**src/verilog/sph_pkg.sv**
```systemverilog
// constants and register map of the strobed handshake parallel port
package sph_pkg;
  // ------------------------------------------------------------
  // bus and data widths
  // ------------------------------------------------------------
  localparam int ADDR_W = 8;
  localparam int DATA_W = 32;
  localparam int PORT_W = 8;
  // ------------------------------------------------------------
  // register byte offsets
  // ------------------------------------------------------------
  localparam logic [ADDR_W-1:0] OFS_CTRL = 8'h00;
  localparam logic [ADDR_W-1:0] OFS_PORT_B_DATA = 8'h04;
  localparam logic [ADDR_W-1:0] OFS_PORTC = 8'h08;
  localparam logic [ADDR_W-1:0] OFS_LATCH = 8'h0C;
  localparam logic [ADDR_W-1:0] OFS_DIR = 8'h10;
  localparam logic [ADDR_W-1:0] OFS_STAT = 8'h14;
  localparam logic [ADDR_W-1:0] OFS_MASK = 8'h18;
  localparam logic [ADDR_W-1:0] OFS_MODE = 8'h1C;
  // ------------------------------------------------------------
  // control register fields
  // ------------------------------------------------------------
  localparam int CTL_FLAG = 7;
  localparam int CTL_IRQEN = 6;
  localparam int CTL_ODRAIN = 5;
  localparam int CTL_HANDSHAKE_SELECT = 4;
  localparam int CTL_DIR = 3;
  localparam int CTL_PULSE = 2;
  localparam int CTL_EDGE = 1;
  localparam int CTL_INV = 0;
  localparam logic [7:0] CTRL_RST = 8'h00;
  // ------------------------------------------------------------
  // mode, status and mask fields
  // ------------------------------------------------------------
  localparam int MODE_SINGLE = 0;
  localparam int MODE_CPUMASK = 1;
  localparam logic [1:0] MODE_RST = 2'h3;
  localparam int EVT_W = 2;
  localparam int EVT_EDGE = 0;
  localparam int EVT_STRDONE = 1;
  localparam logic [EVT_W-1:0] EVT_RST = 2'h0;
  // ------------------------------------------------------------
  // timing: E clock as a divided rate of core_clk
  // ------------------------------------------------------------
  localparam int CORE_MHZ = 25;
  localparam int E_MHZ_X8 = 25;
  localparam int E_DIV = (CORE_MHZ * 8 + E_MHZ_X8 - 1) / E_MHZ_X8;
  localparam int OUTPUT_STROBE_PULSE_E = 2;
  localparam int OUTPUT_STROBE_PULSE_CYC = OUTPUT_STROBE_PULSE_E * E_DIV;
  localparam logic [1:0] RESP_OKAY = 2'h0;
  localparam logic [1:0] RESP_SLVERR = 2'h2;
endpackage

```
**src/verilog/sph_strobe_if.sv**
```systemverilog
// link between the port controller and the output strobe generator
`timescale 1ns/10ps
interface sph_strobe_if;
  logic enable;
  logic fire;
  logic hold;
  logic release_;
  logic invert;
  logic active;
  logic strobePin;
  logic done;
  modport gen (input enable, input fire, input hold, input release_, input invert,
    output active, output strobePin, output done);
  modport ctl (output enable, output fire, output hold, output release_, output invert,
    input active, input strobePin, input done);
endinterface

```
**src/verilog/sph_strobe_gen.sv**
```systemverilog
// output strobe generator: timed pulse or interlocked level
`timescale 1ns/10ps
module sph_strobe_gen import sph_pkg::*; #(
  parameter int PULSE_CYC = OUTPUT_STROBE_PULSE_CYC
) (
  // clock and reset
  input wire logic core_clk,
  input wire logic srst,
  // controller side
  sph_strobe_if.gen sif
);
  localparam int CW = $clog2(PULSE_CYC + 1);

  generate
    if (PULSE_CYC < 1) begin : g_bad
      $error("pulse length must be at least one cycle");
    end
  endgenerate

  logic activeQ, activeD;
  logic pinQ, pinD;
  logic doneQ, doneD;
  logic [CW-1:0] cntQ, cntD;

  // ------------------------------------------------------------
  // next state
  // ------------------------------------------------------------
  always_comb begin
    activeD = activeQ;
    cntD = cntQ;
    doneD = 1'b0;
    if (!sif.enable) begin
      activeD = 1'b0;
      cntD = '0;
    end else if (sif.fire) begin
      activeD = 1'b1;
      cntD = sif.hold ? '0 : CW'(PULSE_CYC);
    end else if (activeQ) begin
      if (sif.hold) begin
        if (sif.release_) begin
          activeD = 1'b0;
          doneD = 1'b1;
        end
      end else begin
        if (cntQ <= CW'(1)) begin
          activeD = 1'b0;
          doneD = 1'b1;
          cntD = '0;
        end else begin
          cntD = cntQ - CW'(1);
        end
      end
    end
    pinD = sif.invert ? activeD : ~activeD;
  end

  always_ff @(posedge core_clk) begin
    if (srst) begin
      activeQ <= 1'b0;
      cntQ <= '0;
      doneQ <= 1'b0;
      pinQ <= 1'b1;
    end else begin
      activeQ <= activeD;
      cntQ <= cntD;
      doneQ <= doneD;
      pinQ <= pinD;
    end
  end

  assign sif.active = activeQ;
  assign sif.strobePin = pinQ;
  assign sif.done = doneQ;
endmodule // sph_strobe_gen

```
**src/verilog/sph_parallel_io.sv**
```systemverilog
// strobed and full-handshake parallel port with an AXI4-Lite register slave
// ------------------------------------------------------------
// ------------------------------------------------------------
//
// The implementer's own choices: the AXI4-Lite slave port and the register offsets.
`timescale 1ns/10ps
module sph_parallel_io import sph_pkg::*; #(
  parameter int PULSE_CYC = OUTPUT_STROBE_PULSE_CYC
) (
  // clock and reset
  input wire logic core_clk,
  input wire logic srst,
  // axi4-lite write
  input wire logic [ADDR_W-1:0] s_axi_awaddr,
  input wire logic s_axi_awvalid,
  output logic s_axi_awready,
  input wire logic [DATA_W-1:0] s_axi_wdata,
  input wire logic [3:0] s_axi_wstrb,
  input wire logic s_axi_wvalid,
  output logic s_axi_wready,
  output logic [1:0] s_axi_bresp,
  output logic s_axi_bvalid,
  input wire logic s_axi_bready,
  // axi4-lite read
  input wire logic [ADDR_W-1:0] s_axi_araddr,
  input wire logic s_axi_arvalid,
  output logic s_axi_arready,
  output logic [DATA_W-1:0] s_axi_rdata,
  output logic [1:0] s_axi_rresp,
  output logic s_axi_rvalid,
  input wire logic s_axi_rready,
  // strobes
  input wire logic inputStrobe,
  output logic outputStrobe,
  // port b
  output logic [PORT_W-1:0] portBOut,
  // port c
  input wire logic [PORT_W-1:0] portCIn,
  output logic [PORT_W-1:0] portCOut,
  output logic [PORT_W-1:0] portCOeN,
  // interrupt
  output logic irq
);
  generate
    if (PORT_W != 8 || PULSE_CYC < 1) begin : g_bad
      $error("unsupported port width or pulse length");
    end
  endgenerate

  sph_strobe_if sif ();

  sph_strobe_gen #(.PULSE_CYC(PULSE_CYC)) u_strobe (
    .core_clk(core_clk),
    .srst(srst),
    .sif(sif)
  );

  logic [7:0] ctrlQ, ctrlD;
  logic [1:0] modeQ, modeD;
  logic [PORT_W-1:0] portBQ, portBD, portCQ, portCD, latchQ, latchD, dirQ, dirD;
  logic [EVT_W-1:0] evtQ, evtD, maskQ, maskD;
  logic armQ, armD, strPrevQ;
  logic bvalidQ, bvalidD, rvalidQ, rvalidD;
  logic [1:0] brespQ, brespD, rrespQ, rrespD;
  logic [DATA_W-1:0] rdataQ, rdataD;
  logic [PORT_W-1:0] pcOutQ, pcOutD, pcOeNQ, pcOeND;
  logic wrEn, rdEn, wrLane0, single, handshake_select, outHs, edgeHit, forceOut;

  // ------------------------------------------------------------
  // decode of mode and strobe edge
  // ------------------------------------------------------------
  assign wrEn = s_axi_awvalid & s_axi_wvalid & ~bvalidQ;
  assign rdEn = s_axi_arvalid & ~rvalidQ;
  assign wrLane0 = wrEn & s_axi_wstrb[0];
  assign single = modeQ[MODE_SINGLE];
  assign handshake_select = ctrlQ[CTL_HANDSHAKE_SELECT];
  assign outHs = handshake_select & ctrlQ[CTL_DIR];
  assign edgeHit = single & (ctrlQ[CTL_EDGE] ? (inputStrobe & ~strPrevQ) : (~inputStrobe & strPrevQ));
  // active level forces port C out
  assign forceOut = single & outHs & (inputStrobe != ctrlQ[CTL_EDGE]);

  // ------------------------------------------------------------
  // registers and bus side effects
  // ------------------------------------------------------------
  always_comb begin
    ctrlD = ctrlQ;
    modeD = modeQ;
    portBD = portBQ;
    portCD = portCQ;
    latchD = latchQ;
    dirD = dirQ;
    maskD = maskQ;
    evtD = evtQ;
    armD = armQ;
    bvalidD = bvalidQ & ~s_axi_bready;
    brespD = brespQ;
    rvalidD = rvalidQ & ~s_axi_rready;
    rrespD = rrespQ;
    rdataD = rdataQ;
    sif.fire = 1'b0;
    if (wrEn) begin
      bvalidD = 1'b1;
      brespD = RESP_OKAY;
      case (s_axi_awaddr)
        OFS_CTRL: begin
          if (s_axi_wstrb[0]) begin
            ctrlD[CTL_IRQEN:0] = s_axi_wdata[CTL_IRQEN:0];
            // ready raised on entering input handshake
            if (s_axi_wdata[CTL_HANDSHAKE_SELECT] && !s_axi_wdata[CTL_DIR] && !(handshake_select && !outHs)) begin
              sif.fire = single;
            end
          end
        end
        OFS_PORT_B_DATA: begin
          if (s_axi_wstrb[0]) begin
            portBD = s_axi_wdata[PORT_W-1:0];
            // strobe on port B write, simple mode; independent of port C
            sif.fire = single & ~handshake_select;
          end
        end
        OFS_PORTC: if (s_axi_wstrb[0]) portCD = s_axi_wdata[PORT_W-1:0];
        OFS_LATCH: begin
          if (s_axi_wstrb[0]) begin
            latchD = s_axi_wdata[PORT_W-1:0];
            sif.fire = single & outHs;
            // write clears flag in output handshake
            if (outHs && armQ) begin
              ctrlD[CTL_FLAG] = 1'b0;
              armD = 1'b0;
            end
          end
        end
        OFS_DIR: if (s_axi_wstrb[0]) dirD = s_axi_wdata[PORT_W-1:0];
        OFS_STAT: if (s_axi_wstrb[0]) evtD = evtQ & ~s_axi_wdata[EVT_W-1:0];
        OFS_MASK: if (s_axi_wstrb[0]) maskD = s_axi_wdata[EVT_W-1:0];
        OFS_MODE: if (s_axi_wstrb[0]) modeD = s_axi_wdata[1:0];
        default: brespD = RESP_SLVERR;
      endcase
    end
    if (rdEn) begin
      rvalidD = 1'b1;
      rrespD = RESP_OKAY;
      rdataD = '0;
      case (s_axi_araddr)
        OFS_CTRL: begin
          rdataD[7:0] = ctrlQ;
          // arm on read with flag set
          if (ctrlQ[CTL_FLAG]) armD = 1'b1;
        end
        OFS_PORT_B_DATA: rdataD[PORT_W-1:0] = portBQ;
        // pin levels stay readable as plain I/O; static inputs
        OFS_PORTC: rdataD[PORT_W-1:0] = portCIn;
        OFS_LATCH: begin
          rdataD[PORT_W-1:0] = latchQ;
          if (single && handshake_select && !outHs) sif.fire = 1'b1;
          // read clears flag outside output handshake
          if (!outHs && armQ) begin
            ctrlD[CTL_FLAG] = 1'b0;
            armD = 1'b0;
          end
        end
        OFS_DIR: rdataD[PORT_W-1:0] = dirQ;
        OFS_STAT: rdataD[EVT_W-1:0] = evtQ;
        OFS_MASK: rdataD[EVT_W-1:0] = maskQ;
        OFS_MODE: rdataD[1:0] = modeQ;
        default: rrespD = RESP_SLVERR;
      endcase
    end
    // capture on strobe edge; input handshake capture
    if (edgeHit && !outHs) latchD = portCIn;
    if (edgeHit) begin
      ctrlD[CTL_FLAG] = 1'b1;
      evtD[EVT_EDGE] = 1'b1;
    end
    if (sif.done) evtD[EVT_STRDONE] = 1'b1;
  end

  always_ff @(posedge core_clk) begin
    if (srst) begin
      ctrlQ <= CTRL_RST;
      modeQ <= MODE_RST;
      portBQ <= '0;
      portCQ <= '0;
      latchQ <= '0;
      dirQ <= '0;
      maskQ <= EVT_RST;
      evtQ <= EVT_RST;
      armQ <= 1'b0;
      strPrevQ <= 1'b1;
      bvalidQ <= 1'b0;
      brespQ <= RESP_OKAY;
      rvalidQ <= 1'b0;
      rrespQ <= RESP_OKAY;
      rdataQ <= '0;
    end else begin
      ctrlQ <= ctrlD;
      modeQ <= modeD;
      portBQ <= portBD;
      portCQ <= portCD;
      latchQ <= latchD;
      dirQ <= dirD;
      maskQ <= maskD;
      evtQ <= evtD;
      armQ <= armD;
      strPrevQ <= inputStrobe;
      bvalidQ <= bvalidD;
      brespQ <= brespD;
      rvalidQ <= rvalidD;
      rrespQ <= rrespD;
      rdataQ <= rdataD;
    end
  end

  // ------------------------------------------------------------
  // strobe generator control
  // ------------------------------------------------------------
  assign sif.enable = single;
  assign sif.hold = handshake_select & ~ctrlQ[CTL_PULSE];
  // capture edge negates ready; edge ends interlock
  assign sif.release_ = edgeHit & handshake_select;
  assign sif.invert = ctrlQ[CTL_INV];

  // ------------------------------------------------------------
  // port c drivers
  // ------------------------------------------------------------
  always_comb begin
    // all lines driven while forced except lines at 1 under open drain; no static inputs then
    pcOutD = outHs && single ? latchQ : portCQ;
    pcOeND = ~(dirQ | {PORT_W{forceOut}});
    // open drain drives only zeros
    if (ctrlQ[CTL_ODRAIN]) pcOeND = pcOeND | pcOutD;
  end

  always_ff @(posedge core_clk) begin
    if (srst) begin
      pcOutQ <= '0;
      pcOeNQ <= '1;
    end else begin
      pcOutQ <= pcOutD;
      pcOeNQ <= pcOeND;
    end
  end

  assign portCOut = pcOutQ;
  assign portCOeN = pcOeNQ;
  assign portBOut = portBQ;
  assign outputStrobe = sif.strobePin;
  assign s_axi_awready = wrEn;
  assign s_axi_wready = wrEn;
  assign s_axi_bvalid = bvalidQ;
  assign s_axi_bresp = brespQ;
  assign s_axi_arready = ~rvalidQ;
  assign s_axi_rvalid = rvalidQ;
  assign s_axi_rresp = rrespQ;
  assign s_axi_rdata = rdataQ;
  // flag irq gated by enable and cpu mask
  assign irq = (ctrlQ[CTL_FLAG] & ctrlQ[CTL_IRQEN] & ~modeQ[MODE_CPUMASK]) | (|(evtQ & maskQ));

  // timed run length of the strobe
  int actRun;
  always_ff @(posedge core_clk) begin
    if (srst || !sif.active || sif.fire || sif.hold) begin
      actRun <= 0;
    end else begin
      actRun <= actRun + 1;
    end
  end
endmodule // sph_parallel_io

```
**config.mk**
```make
export PLATFORM = sky130hd
export DESIGN_NAME = sph_parallel_io
export DESIGN_NICKNAME = d
export VERILOG_FILES = /design/src/verilog/sph_pkg.sv /design/src/verilog/sph_strobe_if.sv /design/src/verilog/sph_strobe_gen.sv /design/src/verilog/sph_parallel_io.sv
export SDC_FILE = /design/constraint.sdc
export NUM_CORES = 1
export LEC_CHECK = 0
export ABC_AREA = 1
export BUFFER_PORTS_ARGS = -buffer_cell sky130_fd_sc_hd__buf_2
export CAP_MARGIN = 20
export CELL_PAD_IN_SITES_DETAIL_PLACEMENT = 1
export CELL_PAD_IN_SITES_GLOBAL_PLACEMENT = 1
export CORE_MARGIN = 8
export CORE_UTILIZATION = 33
export CTS_CLUSTER_SIZE = 8
export DETAILED_ROUTE_END_ITERATION = 16
export PLACE_DENSITY = 0.74
export SYNTH_ARGS = -nofsm -noshare
export SYNTH_HDL_FRONTEND = slang
export SYNTH_SLANG_ARGS = --single-unit
```
**constraint.sdc**
```tcl
create_clock -name core_clk -period 1.31 [get_ports core_clk]
set_input_delay 0.0655 -clock core_clk [delete_from_list [all_inputs] [get_ports core_clk]]
set_output_delay 0.0655 -clock core_clk [all_outputs]
set_load 0.03 [all_outputs]
```
==> results_dict.tcl, run 1 <==
set metrics [dict create \
    cp_top_delay_family "simple AND/OR/NAND/NOR gates" \
    layout-drive-gt1-share_pct 36.3 \
    core_region_area_sq_um 12700 \
    power.density_cell_area_nw_per_um2 1040 \
    seq_area_sq_um 1700 \
    finalClockSkew_ns 0.00579 \
    postSynth.asyncResetShare_pct 0 \
    fin_ws_ns -0.143 \
    cts.sinks 84 \
    tns_ns -3.95 \
    crit_buf_inv 4 \
    worst_skew_pair.late_latency_ns 0.35 \
    synth_flop_cell "dfxtp_1" \
    run_status "finished, violations left" \
    timing.final.setup_violations 50 \
    layoutNonFillerInstCount 910 \
    drcViolationCount 0 \
    holdCritStartpoint "s_axi_wdata[2]" \
    rr_worst_depth 9 \
    timing.final.crit_period_ns 1.45 \
    max-vdd-ir-drop_v 0.000516 \
    grt_first_pass_wirelength_um 25000 \
    syn_inst 585 \
    critical-path-top-cell-by-count "buf_12" \
    grt.overflow.total 0 \
    cp-start-kind "flop" \
    multi_input_combinational_cell_area_sq_um 2340 \
    floorplan.die.height_um 130 \
    worstHoldPathType "in -> reg" \
    rsz0062_at_grt "true" \
    layout_area_growth_over_synthesis_pct 38.6 \
    max_cap_violations 0 \
    antenna_left 0 \
    setup.worst_path.end_class "flop" \
    timing.critical_path.slowest_cell_delay_ns 0.34 \
    dp_hpwl_um 11800 \
    final_core_util_pct 47.0 \
    violated_checks "setup timing" \
    gp_congestion 0.934 \
    fin_crit_share_pct 111 \
    initialDrtViolationCount 158 \
    worstPathArrival_ns 1.74 \
    critical_path_peak_fanout 8 \
    synth_enable_flop_cells 0 \
    floorplan.io_pins 135 \
    power_uw 6180 \
    pins_over_slew_limit 0 \
    hold_viol_final 0 \
    cts_made_buffers 9 \
    htree_levels 3 \
    routed_via_density 4.99 \
    critPathKind "reg -> reg" \
    ant_diodes 0 \
    power.leakage_uw 0.00265 \
    synth.avg_cell_area_sq_um 7.34 \
    layout_commonest_cell "buf_2" \
    cp_data_required_time_ns 1.60 \
    fmax_mhz 688 \
    num_vias 4542 \
    first_global_vias 4876 \
    critical_path.cell_chain "nand3b_4 -> nor2_8 -> inv_6 -> buf_12 -> nor2_4 -> buf_12 -> buf_8 -> nand2_2 -> a21oi_2" \
    ys_seq_area_share_pct 39.2 \
    grt_start_max_net_pins 31 \
    rows 41 \
    most_frequent_cells_in_the_layout "78 x buf_2, 77 x nand2_1, 76 x dfxtp_1, 63 x buf_4, 58 x inv_1" \
    antenna_found_initial 0 \
    fillCellCount 1590 \
    synth_cell_types 42 \
    io_buffers 81 \
    ctsRootBufferMaster "clkbuf_16" \
    dieArea_sq_um 16900 \
    syn-cell-area_sq_um 4290 \
    regToRegEndpoint "dirQ[4]" \
    holdPathStages 3 \
    r2r_start "s_axi_bvalid" \
    cts.reportedPaths.clkPinSlew_ns 0.06 \
    ctsLongestPathBuffers 2 \
    grt_usage_pct 19.2 \
    synth_seq_cells 84 \
    ys_warns 0 \
    hold-path-endpoint "latchQ[2]" \
    finalWirelength_um 16400 \
    detail_route.wl_per_cell_um 18.1 \
    floorplan.initialDensity_pct 33.9 \
    dpl.cell_count 875 \
    fin_nets 804 \
    critPathSlowestCell "dfxtp_4" \
    setup.reg_to_reg.worst_slack_ns -0.14 \
    firstDrtPassIters 4 \
    die_w_um 130 \
    cts_tree "yes" \
]
## power breakdown
part | leakage [uW] | switching, uW | internal [uW]
logic | 0.00181 | 506 | 242
clock network | 0.000155 | 1070 | 1720
registers | 0.000686 | 40.3 | 2600
total | 0.00265 | 1620 | 4570
## what timing repair did
item / 4_1_cts / 5_1_grt
pin swaps: 12 / 14
endpoints found under the setup margin: 67 / 65
buffers inserted: 9 / 9
endpoints found under the hold margin: 1 / 0
resized for setup: 44 / 58
hold buffers: 1 / 0
cloned: 1 / 0
## cells in the mapped netlist (2+ instances only)
master | number | area [sq um]
o21ai_1 | 12 | 60.1
nand4_1 | 4 | 25.0
buf_4 | 30 | 225
a211oi_2 | 2 | 25.0
inv_2 | 6 | 22.5
dfxtp_1 | 84 | 1680
a31oi_1 | 8 | 50.1
inv_1 | 64 | 240
a21oi_1 | 58 | 290
clkbuf_1 | 9 | 33.8
o21ai_2 | 3 | 26.3
nand3_1 | 44 | 220
nor2_4 | 7 | 78.8
nor2_1 | 57 | 214
nand3_2 | 3 | 30.0
ha_1 | 2 | 25.0
nand2_8 | 2 | 40.0
a211oi_1 | 5 | 37.5
nand2_1 | 85 | 319
o21ai_0 | 64 | 320
nor3_2 | 2 | 20.0
buf_6 | 3 | 33.8
nand2_4 | 3 | 33.8
nand2_2 | 2 | 12.5
nor2_2 | 6 | 37.5
o211ai_1 | 2 | 15.0
nor3_1 | 3 | 15.0
## routing by layer
| layer | up-vias | global-route usage (%) | share of wire [%] |
|---|---|---|---|
| li1 | 2171 | - | - |
| met1 | 2203 | 21.2 | 39 |
| met2 | 130 | 34.0 | 52 |
| met3 | 38 | 5.22 | 5.1 |
| met4 | 0 | 7.86 | 3.6 |
| met5 | - | 0 | 0 |
## through the flow
stage / area (sq um) / hold WS (ns) / setup WS [ns]
global placement: 5170 / 0.315 / -0.0966
detailed placement: 5170 / 0.338 / -0.134
finish: 5950 / 0.0216 / -0.143
floorplan: 4410 / 0.162 / -0.00840
CTS: 5700 / 0.00397 / -0.115
global route: 5950 / 0.0202 / -0.239
## worst register-to-register path, stage by stage (launching register included)
cell and delay (ns):
dfxtp_4 0.34, nand3b_4 0.18, nor2_8 0.18, inv_6 0.06, buf_12 0.13, nor2_4 0.09
buf_12 0.13, buf_8 0.13, nand2_2 0.06, a21oi_2 0.10
## worst max-delay path by stage
stage	startpoint	end	slack, ns	cells past startpoint
4_1_cts	s_axi_bvalid	dirQ[4]	-0.11	9
5_1_grt	s_axi_bvalid	u_strobe.cntQ[4]	-0.24	10
6_report	s_axi_bvalid	dirQ[4]	-0.14	9
2_1_floorplan	s_axi_bvalid	ctrlQ[5]	-0.008	7
3_3_place_gp	s_axi_awaddr[4]	ctrlQ[4]	-0.1	9
3_5_place_dp	ctrlQ[4]	portCOeN[2]	-0.13	6
## sequential cells by signal, indices dropped and copies added (netlist names), 2 cells and up
register / cells
s_axi_rdata: 8
latchQ: 8
u_strobe.cntQ: 5
portBOut: 8
ctrlQ: 8
modeQ: 2
portCOut: 8
portCOeN: 8
evtQ: 2
dirQ: 8
portCQ: 8
maskQ: 2
## logic make-up after synthesis
family	count (synthesis)	synth area share (%)
DFF	84	39.2
and+or+nand+nor	221	25.6
xor gates and xnor gates	2	0.408
adders and majority gates	2	0.583
other	1	0.0874
buffers and inverters	117	14.0
AOI/OAI and AO/OA	158	20.1
## layout make-up
type                            instances  area share [%]
Clock buffer                           10            4.02
Clock inverter                          5            1.43
Inverter                               73            5.00
Multi-Input combinational cell        410            39.3
Sequential cell                        84            28.5
Tap cell                              172            3.62
Timing Repair Buffer                  156            18.1
(Power assumes the default switching activity.)
==> run 2, diff against run 1 <==
- CORE_MARGIN: 8 -> 2
==> results_dict.tcl, run 2 (same netlist as run 1, synthesis figures left out) <==
set metrics [dict create \
    critical_path_peak_fanout 7 \
    rows 41 \
    dpl.cell_count 873 \
    timing.final.setup_violations 46 \
    fin_ws_ns -0.166 \
    fin_crit_share_pct 113 \
    timing.final.crit_period_ns 1.48 \
    cts_tree "yes" \
    cts.sinks 84 \
    critical_path.cell_chain "nand3b_4 -> nor2_8 -> inv_6 -> nor2_4 -> buf_6 -> buf_6 -> o21ai_1 -> a21oi_1" \
    ctsLongestPathBuffers 2 \
    grt_usage_pct 22.1 \
    power.leakage_uw 0.00265 \
    hold_viol_final 0 \
    drcViolationCount 0 \
    fin_nets 801 \
    floorplan.initialDensity_pct 33.9 \
    final_core_util_pct 46.7 \
    antenna_found_initial 0 \
    r2r_start "s_axi_bvalid" \
    regToRegEndpoint "portBOut[3]" \
    floorplan.die.height_um 118 \
    cts.reportedPaths.clkPinSlew_ns 0.07 \
    violated_checks "setup timing" \
    cp-start-kind "flop" \
    clkPwrFrac_pct 44.9 \
    pins_over_slew_limit 0 \
    postPlaceCellArea_sq_um 5170 \
    power.switching_fraction_pct 26.7 \
    holdCritStartpoint "s_axi_wdata[2]" \
    firstDrtPassIters 4 \
    htree_levels 3 \
    max_cap_violations 0 \
    max-vdd-ir-drop_v 0.000446 \
    routed_via_density 5.01 \
    internal_power_uw 4530 \
    share_comb_of_total_power_pct 12.3 \
    power_switching_uw 1650 \
    grt_first_pass_wirelength_um 24200 \
    initialDrtViolationCount 318 \
    worst_case_setup_slack_after_placement_ns -0.212 \
    grt.overflow.total 0 \
    run_status "finished, violations left" \
    io_buffers 81 \
    detail_route.wl_per_cell_um 17.4 \
    rsz0062_at_grt "true" \
    dieArea_sq_um 13900 \
    crit_end "portBOut[3]" \
    setup.reg_to_reg.worst_slack_ns -0.17 \
    finalClockSkew_ns 0.00649 \
    first_global_vias 4605 \
    power_uw 6190 \
    layoutNonFillerInstCount 908 \
    rr_worst_depth 8 \
    die_w_um 118 \
    layout_commonest_cell "nand2_1" \
    setup.worst_path.end_class "flop" \
    most_frequent_cells_in_the_layout "83 x nand2_1, 78 x buf_2, 75 x dfxtp_1, 60 x buf_4, 58 x inv_1" \
    power.sequential.fraction_pct 42.7 \
    antenna_left 0 \
    worst_skew_pair.late_latency_ns 0.35 \
    timing.critical_path.slowest_cell_delay_ns 0.34 \
    fin_area_sq_um 5920 \
    power.density_cell_area_nw_per_um2 1050 \
    ant_diodes 0 \
    core_region_area_sq_um 12700 \
    finalWirelength_um 15800 \
    floorplan.io_pins 135 \
    critPathKind "reg -> reg" \
    cts_made_buffers 9 \
    fmax_mhz 677 \
    grt_start_max_net_pins 29 \
    cp_data_required_time_ns 1.58 \
    critPathSlowestCell "dfxtp_4" \
    gp_congestion 0.869 \
    worstHoldPathType "in -> reg" \
    worstPathArrival_ns 1.74 \
    ctsRootBufferMaster "clkbuf_16" \
    num_vias 4553 \
    layout_area_growth_over_synthesis_pct 37.8 \
    layout-drive-gt1-share_pct 35.2 \
    dp_hpwl_um 11300 \
    cp-startpoint "s_axi_bvalid" \
    critical-path-top-cell-by-count "buf_6" \
]
## run 2: cell types whose count changed in the layout (fill, tap and decap cells not counted), sizes merged
cell | previous run | this run
inv | 73 | 74
clkinvlp | 1 | 0
clkbuf | 10 | 11
buf | 155 | 152
## run 2: per-layer routing
metal  track usage (%)  routed length (um)
met2              38.8                8280
met3              4.65                 648
met5                 0                   0
met1              26.0                6420
met4              9.34                 440
## run 2: how the worst min path moves through the flow
stage,end,slack [ns],cells after the start
6_report,latchQ[2],0.02,3
5_1_grt,latchQ[2],0.02,3
4_1_cts,latchQ[2],0.009,3
3_5_place_dp,s_axi_bvalid,0.33,4
3_3_place_gp,s_axi_bvalid,0.32,4
2_1_floorplan,strPrevQ,0.16,2
## run 2: layout make-up
| cell class | count | area [sq um] |
|---|---|---|
| Clock buffer | 11 | 233 |
| Clock inverter | 5 | 83.8 |
| Fill cell | 1600 | 6750 |
| Inverter | 73 | 300 |
| Multi-Input combinational cell | 410 | 2330 |
| Sequential cell | 84 | 1700 |
| Tap cell | 172 | 215 |
| Timing Repair Buffer | 153 | 1050 |
## run 2: metrics by stage
step           hold slack (ns)  TNS (ns)
3_3_place_gp             0.324     -2.58
5_1_grt                 0.0156     -6.76
3_5_place_dp             0.333     -6.20
4_1_cts                0.00941     -1.95
6_report                0.0208     -3.04
2_1_floorplan            0.162   -0.0659
## run 2: power by group through the flow
stage	Clock, uW	Combinational, uW	Sequential [uW]
after global routing	2950	819	2650
after detailed placement	0	673	2700
final	2780	764	2640
after CTS	2830	689	2640
after floorplan	0	432	2730
after global placement	0	657	2700
## run 2: critical path, delay by kind of cell, from the launching register on
family | cells | cell delay [ns]
DFF | 1 | 0.34
buffers and inverters | 3 | 0.31
and+or+nand+nor | 3 | 0.48
AOI/OAI and AO/OA | 2 | 0.27
## run 2: what timing repair did
| item | CTS | global route |
|---|---|---|
| gates cloned | 0 | 1 |
| hold endpoints to repair | 1 | 0 |
| setup buffers | 4 | 13 |
| pin swaps | 11 | 16 |
| hold buffers | 1 | 0 |
| setup endpoints to repair | 67 | 61 |
| gates resized for setup | 40 | 55 |
==> run 3, diff against run 2 <==
- BUFFER_PORTS_ARGS: -buffer_cell sky130_fd_sc_hd__buf_2 -> default
- CORE_UTILIZATION: 33 -> 40
- DONT_BUFFER_PORTS: default -> 1
- PLACE_DENSITY: 0.74 -> 0.72
==> results_dict.tcl, run 3 (same netlist as run 1, synthesis figures left out) <==
set metrics [dict create \
    cts_made_buffers 9 \
    multi_input_combinational_cell_area_sq_um 2370 \
    cts.reportedPaths.clkPinSlew_ns 0.10 \
    run_status "finished, violations left" \
    dieArea_sq_um 11600 \
    floorplan.io_pins 135 \
    fin_nets 768 \
    first_global_vias 4589 \
    layout_area_growth_over_synthesis_pct 36.8 \
    most_frequent_cells_in_the_layout "77 x nand2_1, 77 x buf_4, 74 x dfxtp_1, 58 x inv_1, 49 x nor2_1" \
    critPathKind "reg -> reg" \
    htree_levels 3 \
    fin_crit_share_pct 110 \
    worstHoldPathType "in -> reg" \
    layout-drive-gt1-share_pct 31.3 \
    dpl.cell_count 770 \
    finalClockSkew_ns 0.0186 \
    ctsLongestPathBuffers 2 \
    power.density_cell_area_nw_per_um2 943 \
    fin_worst_hold_slack_ns -0.0114 \
    critical_path.cell_chain "buf_4 -> a21oi_2 -> nand2_1 -> nand2_2 -> nand3_4 -> nand3_2 -> nand2_1 -> nand2_1 -> nand3_1" \
    grt.overflow.total 0 \
    io_buffers 0 \
    power_uw 5530 \
    crit_buf_inv 1 \
    hold_viol_final 1 \
    detail_route.wl_per_cell_um 19.1 \
    ctsRootBufferMaster "clkbuf_8" \
    fillCellCount 1314 \
    firstDrtPassIters 4 \
    antenna_left 0 \
    grt_start_max_net_pins 37 \
    worstPathArrival_ns 1.71 \
    floorplan.initialDensity_pct 41.4 \
    critical-path-top-cell-by-count "nand2_1" \
    timing.final.setup_violations 50 \
    critPathSlowestCell "dfxtp_4" \
    rsz0062_at_grt "true" \
    fin_ws_ns -0.130 \
    dp_hpwl_um 10300 \
    die_w_um 108 \
    critical_path_peak_fanout 4 \
    setup.worst_path.end_class "flop" \
    cts.sinks 84 \
    cp_data_required_time_ns 1.58 \
    num_vias 4483 \
    grt_usage_pct 26.6 \
    routed_via_density 5.34 \
    cp-start-kind "flop" \
    max-vdd-ir-drop_v 0.000549 \
    max_cap_violations 0 \
    power.leakage_uw 0.00253 \
    initialDrtViolationCount 257 \
    core_region_area_sq_um 10400 \
    antenna_found_initial 0 \
    pins_over_slew_limit 0 \
    rows 37 \
    fmax_mhz 694 \
    timing.final.crit_period_ns 1.44 \
    finalWirelength_um 16000 \
    worst_skew_pair.late_latency_ns 0.38 \
    cts_tree "yes" \
    ant_diodes 0 \
    gp_congestion 0.874 \
    layoutNonFillerInstCount 839 \
    grt_first_pass_wirelength_um 23400 \
    floorplan.die.height_um 108 \
    violated_checks "hold timing, setup timing" \
    cp_top_delay_family "simple AND/OR/NAND/NOR gates" \
    drcViolationCount 0 \
    timing.critical_path.slowest_cell_delay_ns 0.38 \
    seq_area_sq_um 1710 \
]
==> run 3: cell types whose count changed in the layout (fill, tap and decap cells not counted), moves of 5 or more <==
cell,delta
nor2_1,-5
nand2_4,+5
buf_4,+17
clkbuf_8,+10
buf_2,-78
a21oi_1,-7
clkbuf_16,-8
dlygate4sd3_1,+26
nand2_1,-6
a21oi_2,+7
==> run 3: what timing repair did <==
action,CTS,global route
buffers inserted,10,14
endpoints found under the setup margin,60,75
pin swaps,14,20
gates resized for setup,36,79
hold endpoints to repair,73,0
cloned,1,2
hold buffers,28,0
==> run 3: final timing paths <==
| check | startpoint | endpoint | slack (ns) | depth (start not counted) |
|---|---|---|---|---|
| max reg2reg | ctrlQ[4] | u_strobe.sif.strobePin | -0.13 | 9 |
| max | ctrlQ[4] | u_strobe.sif.strobePin | -0.13 | 9 |
| min | s_axi_wdata[1] | evtQ[1] | -0.01 | 3 |
| min reg2reg | portCQ[2] | portCQ[2] | 0.46 | 2 |
==> run 3: cell type report <==
type / instances / share of cell area [%]
Timing Repair Buffer: 120 / 18.8
Clock buffer: 10 / 2.34
Tap cell: 136 / 2.90
Sequential cell: 84 / 29.1
Multi-Input combinational cell: 410 / 40.3
Inverter: 73 / 5.09
Clock inverter: 6 / 1.47
==> run 3: layer usage <==
layer  vias to the layer above  track usage (%)  wire length [um]  part of all wire [%]
met5                         -                0                 0                     0
met2                       160             46.9              8270                    52
met1                      2186             32.0              6290                    39
met4                         0             11.3               446                   2.8
li1                       2103                -                 -                     -
met3                        34             4.36               980                   6.1
==> run 3: power breakdown <==
part	internal [uW]	switching (uW)	total, uW	leakage (uW)
clock network	1130	1030	2160	0.000113
registers	2590	37.5	2630	0.000686
logic	258	482	741	0.00173
total	3980	1550	5530	0.00253
==> run 3: worst min-delay path, cell delays in order <==
cell and delay (ns):
inv_1 0.05, o21ai_1 0.08, a21oi_1 0.11
==> run 3: metrics by stage <==
stage	hold WS [ns]	worst slack, ns	util, %	area [sq um]	TNS (ns)
after floorplan	0.162	-0.00840	-	4410	-0.0659
after global placement	0.130	-0.197	46.3	4800	-1.64
after detailed placement	0.132	-0.173	46.3	4800	-3.13
after CTS	0.00648	-0.0951	52.9	5490	-1.19
after global routing	0.0228	-0.236	56.6	5870	-6.64
final	-0.0114	-0.130	56.6	5870	-3.26
